<file path="config.mk">
export PLATFORM = sky130hd
export DESIGN_NAME = mbts_server_flat
export DESIGN_NICKNAME = d
export VERILOG_FILES = /design/src/mbts_pkg.sv /design/src/mbts_link_if.sv /design/src/mbts_server.sv /design/src/flat_wrapper.sv
export SDC_FILE = /design/constraint.sdc
export NUM_CORES = 1
export LEC_CHECK = 0
export BUFFER_PORTS_ARGS = -buffer_cell sky130_fd_sc_hd__buf_2
export CORE_AREA = 4 4 482 484
export DETAILED_ROUTE_END_ITERATION = 10
export DIE_AREA = 0 0 486 488
export GPL_ROUTABILITY_DRIVEN = 0
export GPL_TIMING_DRIVEN = 0
export PLACE_DENSITY = 0.37
export REMOVE_ABC_BUFFERS = 1
export SETUP_SLACK_MARGIN = 0.3
export SLEW_MARGIN = 40
export SYNTH_ARGS = -nofsm -noshare
export SYNTH_HDL_FRONTEND = slang
export SYNTH_SLANG_ARGS = --single-unit
export TNS_END_PERCENT = 1
</file>
<file path="constraint.sdc">
create_clock -name clock -period 12.3 [get_ports clock]
set_input_delay 2.46 -clock clock [delete_from_list [all_inputs] [get_ports clock]]
set_output_delay 2.46 -clock clock [all_outputs]
set_load 0.02 [all_outputs]
</file>
<file path="src/mbts_pkg.sv">
package mbts_pkg;

  // ==========================================================================
  // Service and function codes
  // ==========================================================================
  localparam logic [15:0] TCP_PORT = 16'h01F6;
  localparam logic [7:0] FC_RD_COILS = 8'h01;
  localparam logic [7:0] FC_RD_DINS = 8'h02;
  localparam logic [7:0] FC_RD_HREGS = 8'h03;
  localparam logic [7:0] FC_RD_IREGS = 8'h04;
  localparam logic [7:0] FC_WR_REG = 8'h06;
  localparam logic [7:0] FC_WR_REGS = 8'h10;
  localparam logic [7:0] ERR_FLAG = 8'h80;

  // ==========================================================================
  // Exception codes and limits
  // ==========================================================================
  localparam logic [7:0] EXC_NONE = 8'h00;
  localparam logic [7:0] EXC_FUNC = 8'h01;
  localparam logic [7:0] EXC_ADDR = 8'h02;
  localparam logic [7:0] EXC_QTY = 8'h03;
  localparam logic [15:0] MAX_BITS = 16'h07D0;
  localparam logic [15:0] MAX_RREGS = 16'h007D;
  localparam logic [15:0] MAX_WREGS = 16'h007B;

  // ==========================================================================
  // Byte positions and frame lengths
  // ==========================================================================
  localparam logic [7:0] POS_FC = 8'h00;
  localparam logic [7:0] POS_AH = 8'h01;
  localparam logic [7:0] POS_AL = 8'h02;
  localparam logic [7:0] POS_QH = 8'h03;
  localparam logic [7:0] POS_QL = 8'h04;
  localparam logic [7:0] POS_BC = 8'h05;
  localparam logic [7:0] POS_DATA = 8'h06;
  localparam logic [7:0] HDR_LEN = 8'h05;
  localparam logic [7:0] ERR_LEN = 8'h02;
  localparam logic [7:0] RSP_HDR = 8'h02;

  // Reports whether a function code is one the server answers normally.
  function automatic logic is_supported(input logic [7:0] fc);
    return (fc == FC_RD_COILS) || (fc == FC_RD_DINS) || (fc == FC_RD_HREGS) ||
           (fc == FC_RD_IREGS) || (fc == FC_WR_REG) || (fc == FC_WR_REGS);
  endfunction

endpackage

</file>
<file path="src/mbts_link_if.sv">
`timescale 1ns/1ps
// Byte streams carrying request and response PDUs between client and server.
interface mbts_link_if;
  logic req_valid;
  logic req_ready;
  logic [7:0] req_data;
  logic req_last;
  logic rsp_valid;
  logic rsp_ready;
  logic [7:0] rsp_data;
  logic rsp_last;

  modport server (
    input req_valid, req_data, req_last, rsp_ready,
    output req_ready, rsp_valid, rsp_data, rsp_last
  );
  modport client (
    output req_valid, req_data, req_last, rsp_ready,
    input req_ready, rsp_valid, rsp_data, rsp_last
  );
endinterface

</file>
<file path="src/mbts_server.sv">
`timescale 1ns/1ps
module mbts_server #(
  parameter int NUM_COILS = 64,
  parameter int NUM_INPUTS = 64,
  parameter int NUM_HREGS = 32,
  parameter int NUM_IREGS = 32,
  parameter logic [15:0] LISTEN_PORT = mbts_pkg::TCP_PORT
) (
  input wire logic clock,
  input wire logic rst,
  mbts_link_if.server link,
  output logic [15:0] listen_port,
  input wire logic [NUM_COILS-1:0] coil_state,
  input wire logic [NUM_INPUTS-1:0] input_state,
  input wire logic [NUM_HREGS*16-1:0] hreg_image,
  input wire logic [NUM_IREGS*16-1:0] ireg_image,
  output logic wr_valid,
  output logic [15:0] wr_addr,
  output logic [15:0] wr_data
);

  // ==========================================================================
  // Elaboration checks
  // ==========================================================================
  if (NUM_COILS < 1 || NUM_COILS > 65535 || NUM_INPUTS < 1 || NUM_INPUTS > 65535)
    $error("Bit image sizes must lie from 1 to 65535.");
  if (NUM_HREGS < 1 || NUM_HREGS > 65535 || NUM_IREGS < 1 || NUM_IREGS > 65535)
    $error("Register image sizes must lie from 1 to 65535.");

  // ==========================================================================
  // State
  // ==========================================================================
  typedef enum logic [1:0] {
    MBTS_RECV = 2'b00,
    MBTS_CHECK = 2'b01,
    MBTS_SEND = 2'b11
  } mbts_srv_state_t;

  typedef struct packed {
    mbts_srv_state_t state;
    logic [7:0] cnt;
    logic [7:0] fc;
    logic [15:0] addr;
    logic [15:0] qty;
    logic [7:0] bcnt;
    logic [7:0] hold;
    logic wok;
    logic [15:0] widx;
    logic [7:0] exc;
    logic [7:0] len;
    logic [7:0] obyte;
    logic olast;
    logic wr_valid;
    logic [15:0] wr_addr;
    logic [15:0] wr_data;
  } mbts_srv_t;

  mbts_srv_t r;
  mbts_srv_t next_r;

  // ==========================================================================
  // Functions
  // ==========================================================================
  // Checks the header fields, returning an exception code or none.
  function automatic logic [7:0] hdr_exc(input logic [7:0] fc, input logic [15:0] addr,
                                         input logic [15:0] qty, input logic [7:0] bc);
    int lim;
    int top;
    lim = 0;
    top = int'(addr) + int'(qty);
    if (!mbts_pkg::is_supported(fc)) return mbts_pkg::EXC_FUNC;
    unique case (fc)
      mbts_pkg::FC_RD_COILS: lim = NUM_COILS;
      mbts_pkg::FC_RD_DINS: lim = NUM_INPUTS;
      mbts_pkg::FC_RD_IREGS: lim = NUM_IREGS;
      default: lim = NUM_HREGS;
    endcase
    if (fc == mbts_pkg::FC_WR_REG) top = int'(addr) + 1;
    if (fc == mbts_pkg::FC_RD_COILS || fc == mbts_pkg::FC_RD_DINS) begin
      if (qty == 16'h0000 || qty > mbts_pkg::MAX_BITS) return mbts_pkg::EXC_QTY;
    end else if (fc == mbts_pkg::FC_RD_HREGS || fc == mbts_pkg::FC_RD_IREGS) begin
      if (qty == 16'h0000 || qty > mbts_pkg::MAX_RREGS) begin
        return mbts_pkg::EXC_QTY;
      end
    end else if (fc == mbts_pkg::FC_WR_REGS) begin
      if (qty == 16'h0000 || qty > mbts_pkg::MAX_WREGS || {qty[6:0], 1'b0} != bc) begin
        return mbts_pkg::EXC_QTY;
      end
    end
    if (addr == 16'h0000 || top > lim) return mbts_pkg::EXC_ADDR;
    return mbts_pkg::EXC_NONE;
  endfunction

  // Forms response byte pos for the request held in r and the given exception.
  function automatic logic [7:0] rsp_byte(input logic [7:0] pos, input logic [7:0] exc);
    logic [7:0] b;
    int k;
    int item;
    int ri;
    b = 8'h00;
    k = int'(pos) - int'(mbts_pkg::RSP_HDR);
    ri = int'(r.addr) + k / 2;
    if (exc != mbts_pkg::EXC_NONE) begin
      b = (pos == mbts_pkg::POS_FC) ? (r.fc | mbts_pkg::ERR_FLAG) : exc;
    end else if (pos == mbts_pkg::POS_FC) begin
      b = r.fc;
    end else if (r.fc == mbts_pkg::FC_WR_REG || r.fc == mbts_pkg::FC_WR_REGS) begin
      unique case (pos)
        mbts_pkg::POS_AH: b = r.addr[15:8];
        mbts_pkg::POS_AL: b = r.addr[7:0];
        mbts_pkg::POS_QH: b = r.qty[15:8];
        default: b = r.qty[7:0];
      endcase
    end else if (r.fc == mbts_pkg::FC_RD_COILS || r.fc == mbts_pkg::FC_RD_DINS) begin
      if (pos == mbts_pkg::POS_AH) begin
        b = 8'((int'(r.qty) + 7) / 8);
      end else begin
        for (int j = 0; j < 8; j++) begin
          item = int'(r.addr) + k * 8 + j;
          if (k * 8 + j < int'(r.qty)) begin
            if (r.fc == mbts_pkg::FC_RD_COILS) begin
              b[j] = (item < NUM_COILS) ? coil_state[item] : 1'b0;
            end else begin
              b[j] = (item < NUM_INPUTS) ? input_state[item] : 1'b0;
            end
          end else begin
            b[j] = 1'b0;
          end
        end
      end
    end else if (pos == mbts_pkg::POS_AH) begin
      b = {r.qty[6:0], 1'b0};
    end else if (r.fc == mbts_pkg::FC_RD_HREGS) begin
      if (ri < NUM_HREGS) b = k[0] ? hreg_image[ri*16 +: 8] : hreg_image[ri*16+8 +: 8];
    end else begin
      if (ri < NUM_IREGS) b = k[0] ? ireg_image[ri*16 +: 8] : ireg_image[ri*16+8 +: 8];
    end
    return b;
  endfunction

  // ==========================================================================
  // Outputs
  // ==========================================================================
  // The server only ever answers; it has no way to start a request.
  assign link.req_ready = (r.state == MBTS_RECV);
  assign link.rsp_valid = (r.state == MBTS_SEND);
  assign link.rsp_data = r.obyte;
  assign link.rsp_last = r.olast;
  assign listen_port = LISTEN_PORT;
  assign wr_valid = r.wr_valid;
  assign wr_addr = r.wr_addr;
  assign wr_data = r.wr_data;

  // ==========================================================================
  // Next state
  // ==========================================================================
  // Collects the request, checks it, then streams the answer byte by byte.
  always_comb begin
    logic [7:0] x;
    logic [7:0] len_need;
    x = link.req_data;
    len_need = 8'h00;
    next_r = r;
    next_r.wr_valid = 1'b0;
    unique case (r.state)
      MBTS_RECV: begin
        if (link.req_valid) begin
          unique case (r.cnt)
            mbts_pkg::POS_FC: next_r.fc = x;
            mbts_pkg::POS_AH: next_r.addr[15:8] = x;
            mbts_pkg::POS_AL: next_r.addr[7:0] = x;
            mbts_pkg::POS_QH: next_r.qty[15:8] = x;
            mbts_pkg::POS_QL: next_r.qty[7:0] = x;
            mbts_pkg::POS_BC: begin
              next_r.bcnt = x;
              next_r.wok = (r.fc == mbts_pkg::FC_WR_REGS) &&
                           (hdr_exc(r.fc, r.addr, r.qty, x) == mbts_pkg::EXC_NONE);
            end
            default: begin
              // Multiple-register data is written word by word as it arrives.
              if (r.wok && r.widx < r.qty) begin
                if (!r.cnt[0]) begin
                  next_r.hold = x;
                end else begin
                  next_r.wr_valid = 1'b1;
                  next_r.wr_addr = r.addr + r.widx;
                  next_r.wr_data = {r.hold, x};
                  next_r.widx = r.widx + 16'h0001;
                end
              end
            end
          endcase
          if (r.cnt != 8'hFF) next_r.cnt = r.cnt + 8'h01;
          if (link.req_last) next_r.state = MBTS_CHECK;
        end
      end
      MBTS_CHECK: begin
        next_r.exc = hdr_exc(r.fc, r.addr, r.qty, r.bcnt);
        len_need = (r.fc == mbts_pkg::FC_WR_REGS) ? (mbts_pkg::POS_DATA + r.bcnt) :
                   mbts_pkg::HDR_LEN;
        if (next_r.exc == mbts_pkg::EXC_NONE && r.cnt != len_need) begin
          next_r.exc = mbts_pkg::EXC_QTY;
        end
        if (next_r.exc != mbts_pkg::EXC_NONE) begin
          next_r.len = mbts_pkg::ERR_LEN;
        end else if (r.fc == mbts_pkg::FC_RD_COILS || r.fc == mbts_pkg::FC_RD_DINS) begin
          next_r.len = mbts_pkg::RSP_HDR + 8'((int'(r.qty) + 7) / 8);
        end else if (r.fc == mbts_pkg::FC_RD_HREGS || r.fc == mbts_pkg::FC_RD_IREGS) begin
          next_r.len = mbts_pkg::RSP_HDR + {r.qty[6:0], 1'b0};
        end else begin
          next_r.len = mbts_pkg::HDR_LEN;
        end
        if (next_r.exc == mbts_pkg::EXC_NONE && r.fc == mbts_pkg::FC_WR_REG) begin
          next_r.wr_valid = 1'b1;
          next_r.wr_addr = r.addr;
          next_r.wr_data = r.qty;
        end
        next_r.cnt = 8'h00;
        next_r.obyte = rsp_byte(8'h00, next_r.exc);
        next_r.olast = 1'b0;
        next_r.state = MBTS_SEND;
      end
      MBTS_SEND: begin
        if (link.rsp_ready) begin
          if (r.olast) begin
            next_r.state = MBTS_RECV;
            next_r.cnt = 8'h00;
            next_r.wok = 1'b0;
            next_r.widx = 16'h0000;
            next_r.bcnt = 8'h00;
          end else begin
            next_r.cnt = r.cnt + 8'h01;
            next_r.obyte = rsp_byte(r.cnt + 8'h01, r.exc);
            next_r.olast = (r.cnt + 8'h02 == r.len);
          end
        end
      end
      default: next_r.state = MBTS_RECV;
    endcase
  end

  // ==========================================================================
  // Register
  // ==========================================================================
  // Stores the state copy, clearing it on reset.
  always_ff @(posedge clock) begin
    if (rst) begin
      r <= '0;
    end else begin
      r <= next_r;
    end
  end

endmodule

</file>
<file path="src/flat_wrapper.sv">
// flat-port wrapper written by rule: the top's interface ports become plain ports
module mbts_server_flat 
#(
  parameter int NUM_COILS = 64,
  parameter int NUM_INPUTS = 64,
  parameter int NUM_HREGS = 32,
  parameter int NUM_IREGS = 32,
  parameter logic [15:0] LISTEN_PORT = mbts_pkg::TCP_PORT
)
  (clock, rst, listen_port, coil_state, input_state, hreg_image, ireg_image, wr_valid, wr_addr, wr_data, link_req_valid, link_req_data, link_req_last, link_rsp_ready, link_req_ready, link_rsp_valid, link_rsp_data, link_rsp_last);
  mbts_link_if link_i ();
  input wire logic clock;
  input wire logic rst;
  output logic [15:0] listen_port;
  input wire logic [NUM_COILS-1:0] coil_state;
  input wire logic [NUM_INPUTS-1:0] input_state;
  input wire logic [NUM_HREGS*16-1:0] hreg_image;
  input wire logic [NUM_IREGS*16-1:0] ireg_image;
  output logic wr_valid;
  output logic [15:0] wr_addr;
  output logic [15:0] wr_data;
  input wire logic [$bits(link_i.req_valid)-1:0] link_req_valid;
  input wire logic [$bits(link_i.req_data)-1:0] link_req_data;
  input wire logic [$bits(link_i.req_last)-1:0] link_req_last;
  input wire logic [$bits(link_i.rsp_ready)-1:0] link_rsp_ready;
  output wire logic [$bits(link_i.req_ready)-1:0] link_req_ready;
  output wire logic [$bits(link_i.rsp_valid)-1:0] link_rsp_valid;
  output wire logic [$bits(link_i.rsp_data)-1:0] link_rsp_data;
  output wire logic [$bits(link_i.rsp_last)-1:0] link_rsp_last;
  assign link_i.req_valid = link_req_valid;
  assign link_i.req_data = link_req_data;
  assign link_i.req_last = link_req_last;
  assign link_i.rsp_ready = link_rsp_ready;
  assign link_req_ready = link_i.req_ready;
  assign link_rsp_valid = link_i.rsp_valid;
  assign link_rsp_data = link_i.rsp_data;
  assign link_rsp_last = link_i.rsp_last;
  mbts_server #(.NUM_COILS(NUM_COILS), .NUM_INPUTS(NUM_INPUTS), .NUM_HREGS(NUM_HREGS), .NUM_IREGS(NUM_IREGS), .LISTEN_PORT(LISTEN_PORT)) u_core (.clock(clock), .rst(rst), .link(link_i), .listen_port(listen_port), .coil_state(coil_state), .input_state(input_state), .hreg_image(hreg_image), .ireg_image(ireg_image), .wr_valid(wr_valid), .wr_addr(wr_addr), .wr_data(wr_data));
endmodule
</file>
# == Word-level counts from Yosys, hierarchy flattened ==
# Cells that the tools add are included.
# totals
register_bits,141
out_inout_bits,60
word_cells,371
# op_classes
n_addsub,30
n_lt_le_gt_ge,31
n_eq_ne,32
shift,4
muxes,204
bitwise_logic,4
n_reduce_logical,48
# op_table
cell,n
$shiftx A512 B32 Y8,4
$lt A32 B8 Y1 const B,16
$mux W8,55
$mux W32,13
$lt A32 B17 Y1,7
$mux W33,5
$add A32 B4 Y32 const B,4
$bmux W1 S6,16
$mux W1,96
$mux W83,1
$pmux W33 S2,1
$add A32 B3 Y32 const B,2
$gt A32 B32 Y1,2
$add A12 B4 Y13 const B,4
$eq A8 B2 Y1 const B,6
$mux W16,3
$pmux W8 S3,2
$logic_not A8 Y1,5
$mux W17,2
$pmux W17 S2,1
$add A17 B32 Y32,1
$add A32 B1 Y32,1
$add A32 B2 Y32 const B,1
$add A32 B5 Y32 const B,1
55 further kinds,104

# == Logic depth before layout (Yosys ltp) ==
# Gate-level depths: netlist of run 1.
# logic_depth
depth_word,33
ltp_mapped,24

# == Worst setup path after synthesis of run 1 ==
# Ideal clock, no wire load.
# synth_path
kind,reg-to-reg
startpoint,register u_core.r[131] in the netlist's numbering
endpoint,"register u_core.r, in the netlist u_core.link.rsp_data[6]"
arrival_time_ns,5.839
required_ns,12.180
setup_slack_ns,6.341
stages_incl_launch_ff,21
n_path_buf,11
path_cell_list,dfxtp_1 -> buf_2 -> buf_2 -> clkbuf_1 -> buf_2 -> buf_2 -> buf_2 -> nor2_1 -> fa_1 -> fa_1 -> clkbuf_1 -> clkbuf_1 -> clkbuf_1 -> clkbuf_1 -> clkbuf_1 -> mux4_2 -> mux4_2 -> nand2_1 -> a21oi_1 -> o31ai_1 -> nor2_1
# synth_via
elab_chain_cells,18
word_cells_on_any_way,46
cone_classes,8 x add/sub; 3 x order compare; 3 x eq/ne; 4 x shift; 26 x mux; 1 x bitwise; 1 x reduce/logical
# synth_rtl
item,line,source
from (decl),mbts_server.sv:58,mbts_srv_t r;
from (signal assigned),mbts_server.sv:250,r <= next_r;
$add A8 B1 Y8 (*),mbts_server.sv:233,"next_r.obyte = rsp_byte(r.cnt + 8'h01, r.exc);"
$sub A8 B2 Y9,mbts_server.sv:101,k = int'(pos) - int'(mbts_pkg::RSP_HDR);
$and A1 B1 Y1 (no line) / $add A17 B12 Y18 (equally long branches),n/a,
$add A32 B1 Y32 (no line) / $add A32 B4 Y32 (equally long branches),n/a,
"$add A17 B32 Y32, or another cell as far along",mbts_server.sv:102,ri = int'(r.addr) + k / 2;
"$add A32 B5 Y32, or another cell as far along","mbts_server.sv:134, mbts_server.sv:136",
"$shiftx A512 B32 Y8, or another cell as far along",mbts_server.sv:136,if (ri < NUM_IREGS) b = k[0] ? ireg_image[ri*16 +: 8] : ireg_image[ri*16+8 +: 8];
"$mux W8, or another cell as far along (2 in a row)",mbts_server.sv:136,
$mux W8 / $mux W1 (equally long branches),"mbts_server.sv:133, mbts_server.sv:120",
"$mux W8, on equally long branches","mbts_server.sv:131, mbts_server.sv:115",
$mux W8,mbts_server.sv:114,end else if (r.fc == mbts_pkg::FC_RD_COILS || r.fc == mbts_pkg::FC_RD_DINS) begin
$mux W8,mbts_server.sv:107,end else if (r.fc == mbts_pkg::FC_WR_REG || r.fc == mbts_pkg::FC_WR_REGS) begin
$mux W8,mbts_server.sv:105,end else if (pos == mbts_pkg::POS_FC) begin
$mux W8 (*),mbts_server.sv:103,if (exc != mbts_pkg::EXC_NONE) begin
$mux W9 (*),mbts_server.sv:225,if (r.olast) begin
$mux W9 (*),mbts_server.sv:224,if (link.rsp_ready) begin
$pmux W9 S2 (*),mbts_server.sv:165,unique case (r.state)
# Every way passes the cells marked *; elsewhere a longest branch is shown, timed or not. The select of a mux whose other input is x is not followed.
# A chain may end at the register's enable or synchronous reset.

# == Worst setup path in the final report of run 1 ==
# layout_path
startpoint,register u_core.r[131] in the netlist's numbering
endpoint,"register u_core.r, in the netlist u_core.link.rsp_data[1]"
# layout_via
elab_chain_cells,18
word_cells_on_any_way,46
cone_classes,8 x add/sub; 3 x order compare; 3 x eq/ne; 4 x shift; 26 x mux; 1 x bitwise; 1 x reduce/logical
# layout_rtl
item,line
$add A8 B1 Y8 (*),mbts_server.sv:233
$sub A8 B2 Y9,mbts_server.sv:101
$and A1 B1 Y1 (no line) / $add A17 B12 Y18 (equally long branches),n/a
$add A32 B1 Y32 (no line) / $add A32 B2 Y32 (equally long branches),n/a
"$add A17 B32 Y32, or another cell as far along",mbts_server.sv:102
"$add A32 B5 Y32, or another cell as far along","mbts_server.sv:134, mbts_server.sv:136"
"$shiftx A512 B32 Y8, or another cell as far along",mbts_server.sv:136
"$mux W8, or another cell as far along (2 in a row)",mbts_server.sv:136
$mux W8 / $mux W1 (equally long branches),"mbts_server.sv:133, mbts_server.sv:120"
"$mux W8, on equally long branches","mbts_server.sv:131, mbts_server.sv:115"
$mux W8,mbts_server.sv:114
$mux W8,mbts_server.sv:107
$mux W8,mbts_server.sv:105
$mux W8 (*),mbts_server.sv:103
$mux W9 (*),mbts_server.sv:225
$mux W9 (*),mbts_server.sv:224
$pmux W9 S2 (*),mbts_server.sv:165
# Marks and branches as above.

==> metrics.md, run 1 <==
| Metric | Value |
|---|---|
| Outcome | completed |
| Worst setup SP type | flip-flop |
| Post-CTS Hold Buffers | 0 |
| Drt drc | 0 |
| CTS resizes | 0 |
| Detailed placement HPWL | 179,000 um |
| Die H | 488 um |
| Root buffer cell | clkbuf_16 |
| Vias in the first global route | 30,100 |
| Worst Skew | 0.0181 ns |
| Worst EP arrival | 8.19 ns |
| TritonCTS clock tree | yes |
| Fin crit period | 7.87 ns |
| Vias post-DR | 30,600 |
| CTS clk-pin slew, worst paths | 0.07 ns |
| Synth Instances | 2,701 |
| Leak | 14.2 nW |
| Rel. slew slack | 38.3% |
| Layout area overhead | 39.8% |
| Fin crit share | 63.9% |
| Worst endpoint required time | 12.62 ns |
| Pre-CTS setup slack | 4.23 ns |
| Core Area | 227,000 um2 |
| Final setup viols | 0 |
| Critical path's slowest cell | fa_4 |
| Total grt overflow | 0 |
| Most used cell, CP | buf_12 |
| Pwr dens | 96.4 nW/um2 |
| Routed WL per cell | 29.9 um |
| Fin cells | 6,811 |
| IO buf count | 1,208 |
| Critical Path Sink Type | flip-flop |
| Final worst slack | 4.43 ns |
| Initial antenna violation count | 126 |
| Dpl cells | 6,724 |
| Final ANT Viol Nets | 0 |
| Largest net degree at the start of global routing | 72 |
| Hold/Removal Path Class | flip-flop to flip-flop |
| DRT Wirelength | 204,000 um |
| Post-CTS Setup Bufs | 0 |
| Total CTS buffers | 17 |
| Initial core utilization | 12.0% |
| Asr flop ratio synth | 0% |
| Ys Warns | 0 |
| Clock latency on the worst-skew pair | 0.45 ns |
| Worst Tran Pin Value | 0.921 ns |
| H-tree levels | 4 |
| Syn avg cell area | 10.1 um2 |
| Critical path peak fanout | 38 |
| Critical path cell sequence | buf_12 -> buf_12 -> ha_1 -> xnor2_1 -> and3_1 -> and4_1 -> nand3_2 -> nor2_1 -> fa_4 -> fa_4 -> buf_12 -> buf_12 -> mux4_2 -> mux4_2 -> mux4_2 -> mux2i_1 -> o311ai_0 -> a31oi_1 -> a2111oi_1 |
| Top Ports | 1,225 |
| Clock Path Buffers | 2 |
| Number of synthesized register bits | 135 |
| Hold slack | 0.452 ns |
| Via density | 4.50 |
| MaxCap Viol Count | 0 |
| Router iterations before antenna repair | 5 |
| Setup Crit Path Kind | flip-flop to flip-flop |
| Cell Area, Synth | 27,200 um2 |
| Share of layout cells above drive strength 1 | 51.7% |
| Post-synth EDFFs | 0 |
| VDD IR-drop max | 0.0622 mV |
| CP top delay family | adder cells |
| Max Transition Viols Final | 0 |
| Nets | 5,015 |
| Clk sink count | 135 |
| Max Fclk | 127 MHz |
| Die W | 486 um |
| Number of library cell types mapped by synthesis | 97 |
| Seq/Total Area, Yosys | 9.94% |
| Register area | 2730 um2 |
| Drt first-iter violations | 2,593 |
| Most common flop cell mapped by yosys | dfxtp_1 |
| Max stage delay on crit path | 1.07 ns |
| Row Count | 175 |
| Die Area | 237,000 um2 |
| Fillers | 25,600 |
| RSZ-0062 raised after global routing | false |
| WP buf/inv | 4 |
| Multi-input combinational cell area | 23,300 um2 |
| Global-route wire length before repair | 268,000 um |
| Total GRT Usage | 16.3% |
| Hold Vio Cnt, Final | 0 |
[final cells by class]
cell class | count | area share, %
flip-flops and latches | 135 | 7.18
multi-input cells | 2221 | 61.4
clock inverters | 14 | 0.345
repair buffers | 1284 | 19.0
well taps | 3009 | 9.90
clock buffers | 18 | 1.13
diodes | 55 | 0.362
inverters | 75 | 0.740
[worst min-delay path: cells and delay by family, from the launching register on]
| family | cells | cell delay [ns] |
|---|---|---|
| AOI/OAI and AO/OA | 1 | 0.05 |
| DFF | 1 | 0.31 |
| and+or+nand+nor | 1 | 0.05 |
[report_power, final]
part           internal (mW)  total, mW  leakage [nW]  switching [mW]
Clock                  0.268      0.512         0.268           0.245
Sequential             0.444      0.464          1.10          0.0201
Combinational           1.17       2.69          12.9            1.53
Total                   1.88       3.67          14.2            1.79
[synth_stat cells, types with 22 or more instances]
cell type	n	share of area, %
o211ai_1	25	0.69
mux2i_1	65	2.4
a22oi_1	36	0.99
a21oi_1	197	3.6
nor3_1	57	1.0
inv_1	71	0.98
buf_2	49	0.90
xor2_1	59	1.9
a21o_1	24	0.66
mux4_2	518	43
nor2b_1	22	0.51
nand2_1	191	2.6
ha_1	111	5.1
nor2_1	203	2.8
o21ai_0	87	1.6
a211oi_1	34	0.94
buf_1	23	0.32
buf_4	59	1.6
and3_1	32	0.74
clkbuf_1	152	2.1
nand3_1	97	1.8
xnor2_1	94	3.0
dfxtp_1	135	9.9
nand4_1	22	0.51
nor4_1	26	0.60
[through the flow]
stage,setup TNS (ns),total power [mW],cell area (um2),utilization [%]
2_1_floorplan,-230.33,2.10,25900,-
3_3_place_gp,-1290.79,3.45,35700,15.7
3_5_place_dp,0,3.21,37300,16.4
4_1_cts,0,3.73,37800,16.6
5_1_grt,0,3.86,38000,16.7
6_report,0,3.67,38000,16.7
[cell usage in the layout, fill, tap and decap left out, drive strengths merged, types with 28 or more instances in the layout]
cell type,n
xnor2,94
buf,1284
nand3,98
a211oi,34
dfxtp,135
diode,55
xor2,60
a21oi,198
a22oi,36
o21ai,97
nor2,203
and3,32
nor3,58
mux4,521
ha,111
nand2,191
nor4,28
mux2i,65
inv,84
[kinds of logic (layout without fill, tap and decap cells)]
group	after synthesis	count (layout)	synth area share (%)
DFF	135	135	9.94
AOI/OAI and AO/OA	591	591	14.2
other	2	71	0.0276
muxes	593	593	45.9
xor gates and xnor gates	154	154	4.99
adders and majority gates	116	116	5.48
buffers and inverters	359	1391	6.02
and+or+nand+nor	751	751	13.5
[path summary, 6_finish.rpt]
kind | from | slack (ns) | to | cells past startpoint
setup / recovery | u_core.r[131]$_SDFFE_PP0P_ | 4.43 | u_core.link.rsp_data[1]$_SDFFE_PP0P_ | 19
hold / removal | u_core.wr_data[4]$_SDFFE_PP0P_ | 0.45 | u_core.wr_data[4]$_SDFFE_PP0P_ | 2
setup reg to reg | u_core.r[131]$_SDFFE_PP0P_ | 4.43 | u_core.link.rsp_data[1]$_SDFFE_PP0P_ | 19
hold reg to reg | u_core.wr_data[4]$_SDFFE_PP0P_ | 0.45 | u_core.wr_data[4]$_SDFFE_PP0P_ | 2
[registers in the layout, indices dropped and copies added, names as in the netlist]
| register | count |
|---|---|
| u_core.link.rsp_data | 8 |
| u_core.link.rsp_last | 1 |
| u_core.r | 93 |
| u_core.wr_addr | 16 |
| u_core.wr_data | 16 |
| u_core.wr_valid | 1 |
[layer usage]
metal	wire (um)	up-vias	global-route usage, %
li1	-	13000	-
met1	86000	15600	21.7
met2	92800	1697	26.3
met3	17300	279	3.79
met4	7380	60	4.69
met5	379	-	0
Power figures use the tool's default switching activity.
==> run 2: changes to the inputs <==
Clock period 12.3 ns to 7.7 ns, I/O delays scaled along.
==> run 2 against run 1 <==
Compared with the run above:
- die area stayed put
- via count up 0.28%
- final area increased by 0.20%
- utilization about the same
- clock skew down 0.0011 ns
- critical path depth down 1
==> metrics.md, run 2 (synthesized netlist as in run 1, its figures left out) <==
| Metric | Value |
|---|---|
| Cell area after layout | 38,100 um2 |
| Setup TNS | 0 ns |
| Hold slack | 0.452 ns |
| H-tree levels | 4 |
| Share of layout cells above drive strength 1 | 51.9% |
| Final worst slack | 0.602 ns |
| Top Ports | 1,225 |
| Detailed placement HPWL | 179,000 um |
| MaxCap Viol Count | 0 |
| Die Area | 237,000 um2 |
| Rel. slew slack | 38.0% |
| VDD IR-drop max | 0.0998 mV |
| Die H | 488 um |
| Worst Tran Pin Value | 0.929 ns |
| Vias in the first global route | 30,100 |
| CTS clk-pin slew, worst paths | 0.08 ns |
| Critical Path Sink Type | flip-flop |
| Fin crit period | 7.10 ns |
| Via density | 4.51 |
| Dpl cell area | 37,300 um2 |
| Root buffer cell | clkbuf_16 |
| Clock Path Buffers | 2 |
| Row Count | 175 |
| Drt first-iter violations | 2,594 |
| Final ANT Viol Nets | 0 |
| Layout area overhead | 40.1% |
| Fin cells | 6,816 |
| Vias post-DR | 30,700 |
| Worst endpoint required time | 8.04 ns |
| IO buf count | 1,208 |
| Max stage delay on crit path | 0.87 ns |
| Global-route wire length before repair | 268,000 um |
| Largest net degree at the start of global routing | 72 |
| Pre-CTS setup slack | -0.368 ns |
| Hold/Removal Path Class | flip-flop to flip-flop |
| Initial antenna violation count | 126 |
| Post-CTS Hold Buffers | 0 |
| Leak | 14.3 nW |
| Most used cell, CP | buf_12 |
| Critical path cell sequence | ha_1 -> nand2_1 -> or4_1 -> and4_1 -> nand3_2 -> nor2_1 -> fa_4 -> buf_12 -> buf_12 -> buf_12 -> buf_12 -> mux4_2 -> mux4_2 -> mux4_2 -> mux2i_2 -> o221ai_1 -> o211ai_1 -> nand2_1 |
| TritonCTS clock tree | yes |
| Dpl cells | 6,724 |
| Hold Vio Cnt, Final | 0 |
| Biggest register | u_core.r |
| Clock latency on the worst-skew pair | 0.45 ns |
| DRT Wirelength | 204,000 um |
| RSZ-0062 raised after global routing | false |
| Routed WL per cell | 30.0 um |
| Total CTS buffers | 17 |
| Core Area | 227,000 um2 |
| Pwr dens | 154 nW/um2 |
| Initial core utilization | 12.0% |
| CP top delay family | multiplexers |
| Setup Crit Path Kind | flip-flop to flip-flop |
| Nets | 5,020 |
| Final setup viols | 0 |
| Critical path's slowest cell | fa_4 |
| WP buf/inv | 4 |
| Max Fclk | 141 MHz |
| Total grt overflow | 0 |
| Fin crit share | 92.2% |
| Number of flip-flops in the largest register | 93 |
| Outcome | completed |
| Critical path peak fanout | 39 |
| Worst Skew | 0.0170 ns |
| Worst setup SP type | flip-flop |
| Total GRT Usage | 16.3% |
| Commonest non-fill, non-tap cell in the layout | buf_2 |
| Commonest cells after routing, fill and taps aside | 1,212 x buf_2, 518 x mux4_2, 200 x nor2_1 |
| Router iterations before antenna repair | 6 |
| Die W | 486 um |
| Clk sink count | 135 |
| Worst EP arrival | 7.44 ns |
| Drt drc | 0 |
| Max Transition Viols Final | 0 |
[run 2: changes by cell type in the layout (fill, tap and decap cells not counted), sizes merged]
cell	before	now
buf	1284	1289
[run 2: repair_timing]
item,in CTS,in global routing
gates resized for setup,7,2
setup buffers,5,0
setup endpoints to repair,8,3
pin swaps,3,0
[run 2: area by class of cell]
cell class	instances	area, um2
inverters	75	284
flip-flops and latches	135	2730
clock inverters	14	131
repair buffers	1289	7260
clock buffers	18	429
fillers	25600	189000
well taps	3009	3760
multi-input cells	2221	23400
diodes	55	138
[run 2: where the power goes]
part           internal (mW)  leakage [nW]  switching (mW)
combinational           1.88          12.9            2.45
sequential             0.708          1.10          0.0275
clock                  0.427         0.268           0.389
total                   3.01          14.3            2.87
[run 2: worst min-delay path: stages (launching register included)]
cell and delay (ns):
dfxtp_1 0.31, nand2_1 0.05, a21oi_1 0.05
[run 2: metrics by stage]
stage	utilization, %	total power, mW
6_report	16.8	5.88
5_1_grt	16.7	6.20
4_1_cts	16.7	5.99
3_5_place_dp	16.4	5.12
3_3_place_gp	15.7	5.52
2_1_floorplan	-	3.35
[run 2: final timing paths]
path                                                startpoint                                   end  slack, ns  cells after the start
worst max-delay path                u_core.r[133]$_SDFFE_PP0P_  u_core.link.rsp_data[4]$_SDFFE_PP0P_       0.60                     18
worst min-delay path            u_core.wr_data[4]$_SDFFE_PP0P_        u_core.wr_data[4]$_SDFFE_PP0P_       0.45                      2
worst max register to register      u_core.r[133]$_SDFFE_PP0P_  u_core.link.rsp_data[4]$_SDFFE_PP0P_       0.60                     18
worst min register to register  u_core.wr_data[4]$_SDFFE_PP0P_        u_core.wr_data[4]$_SDFFE_PP0P_       0.45                      2
[run 2: layer usage]
metal	track usage, %	vias to the layer above	share of wire [%]
met5	0	-	0.19
met4	4.77	60	3.6
met3	3.82	280	8.6
met2	26.3	1688	45
met1	21.7	15700	42
li1	-	13000	-
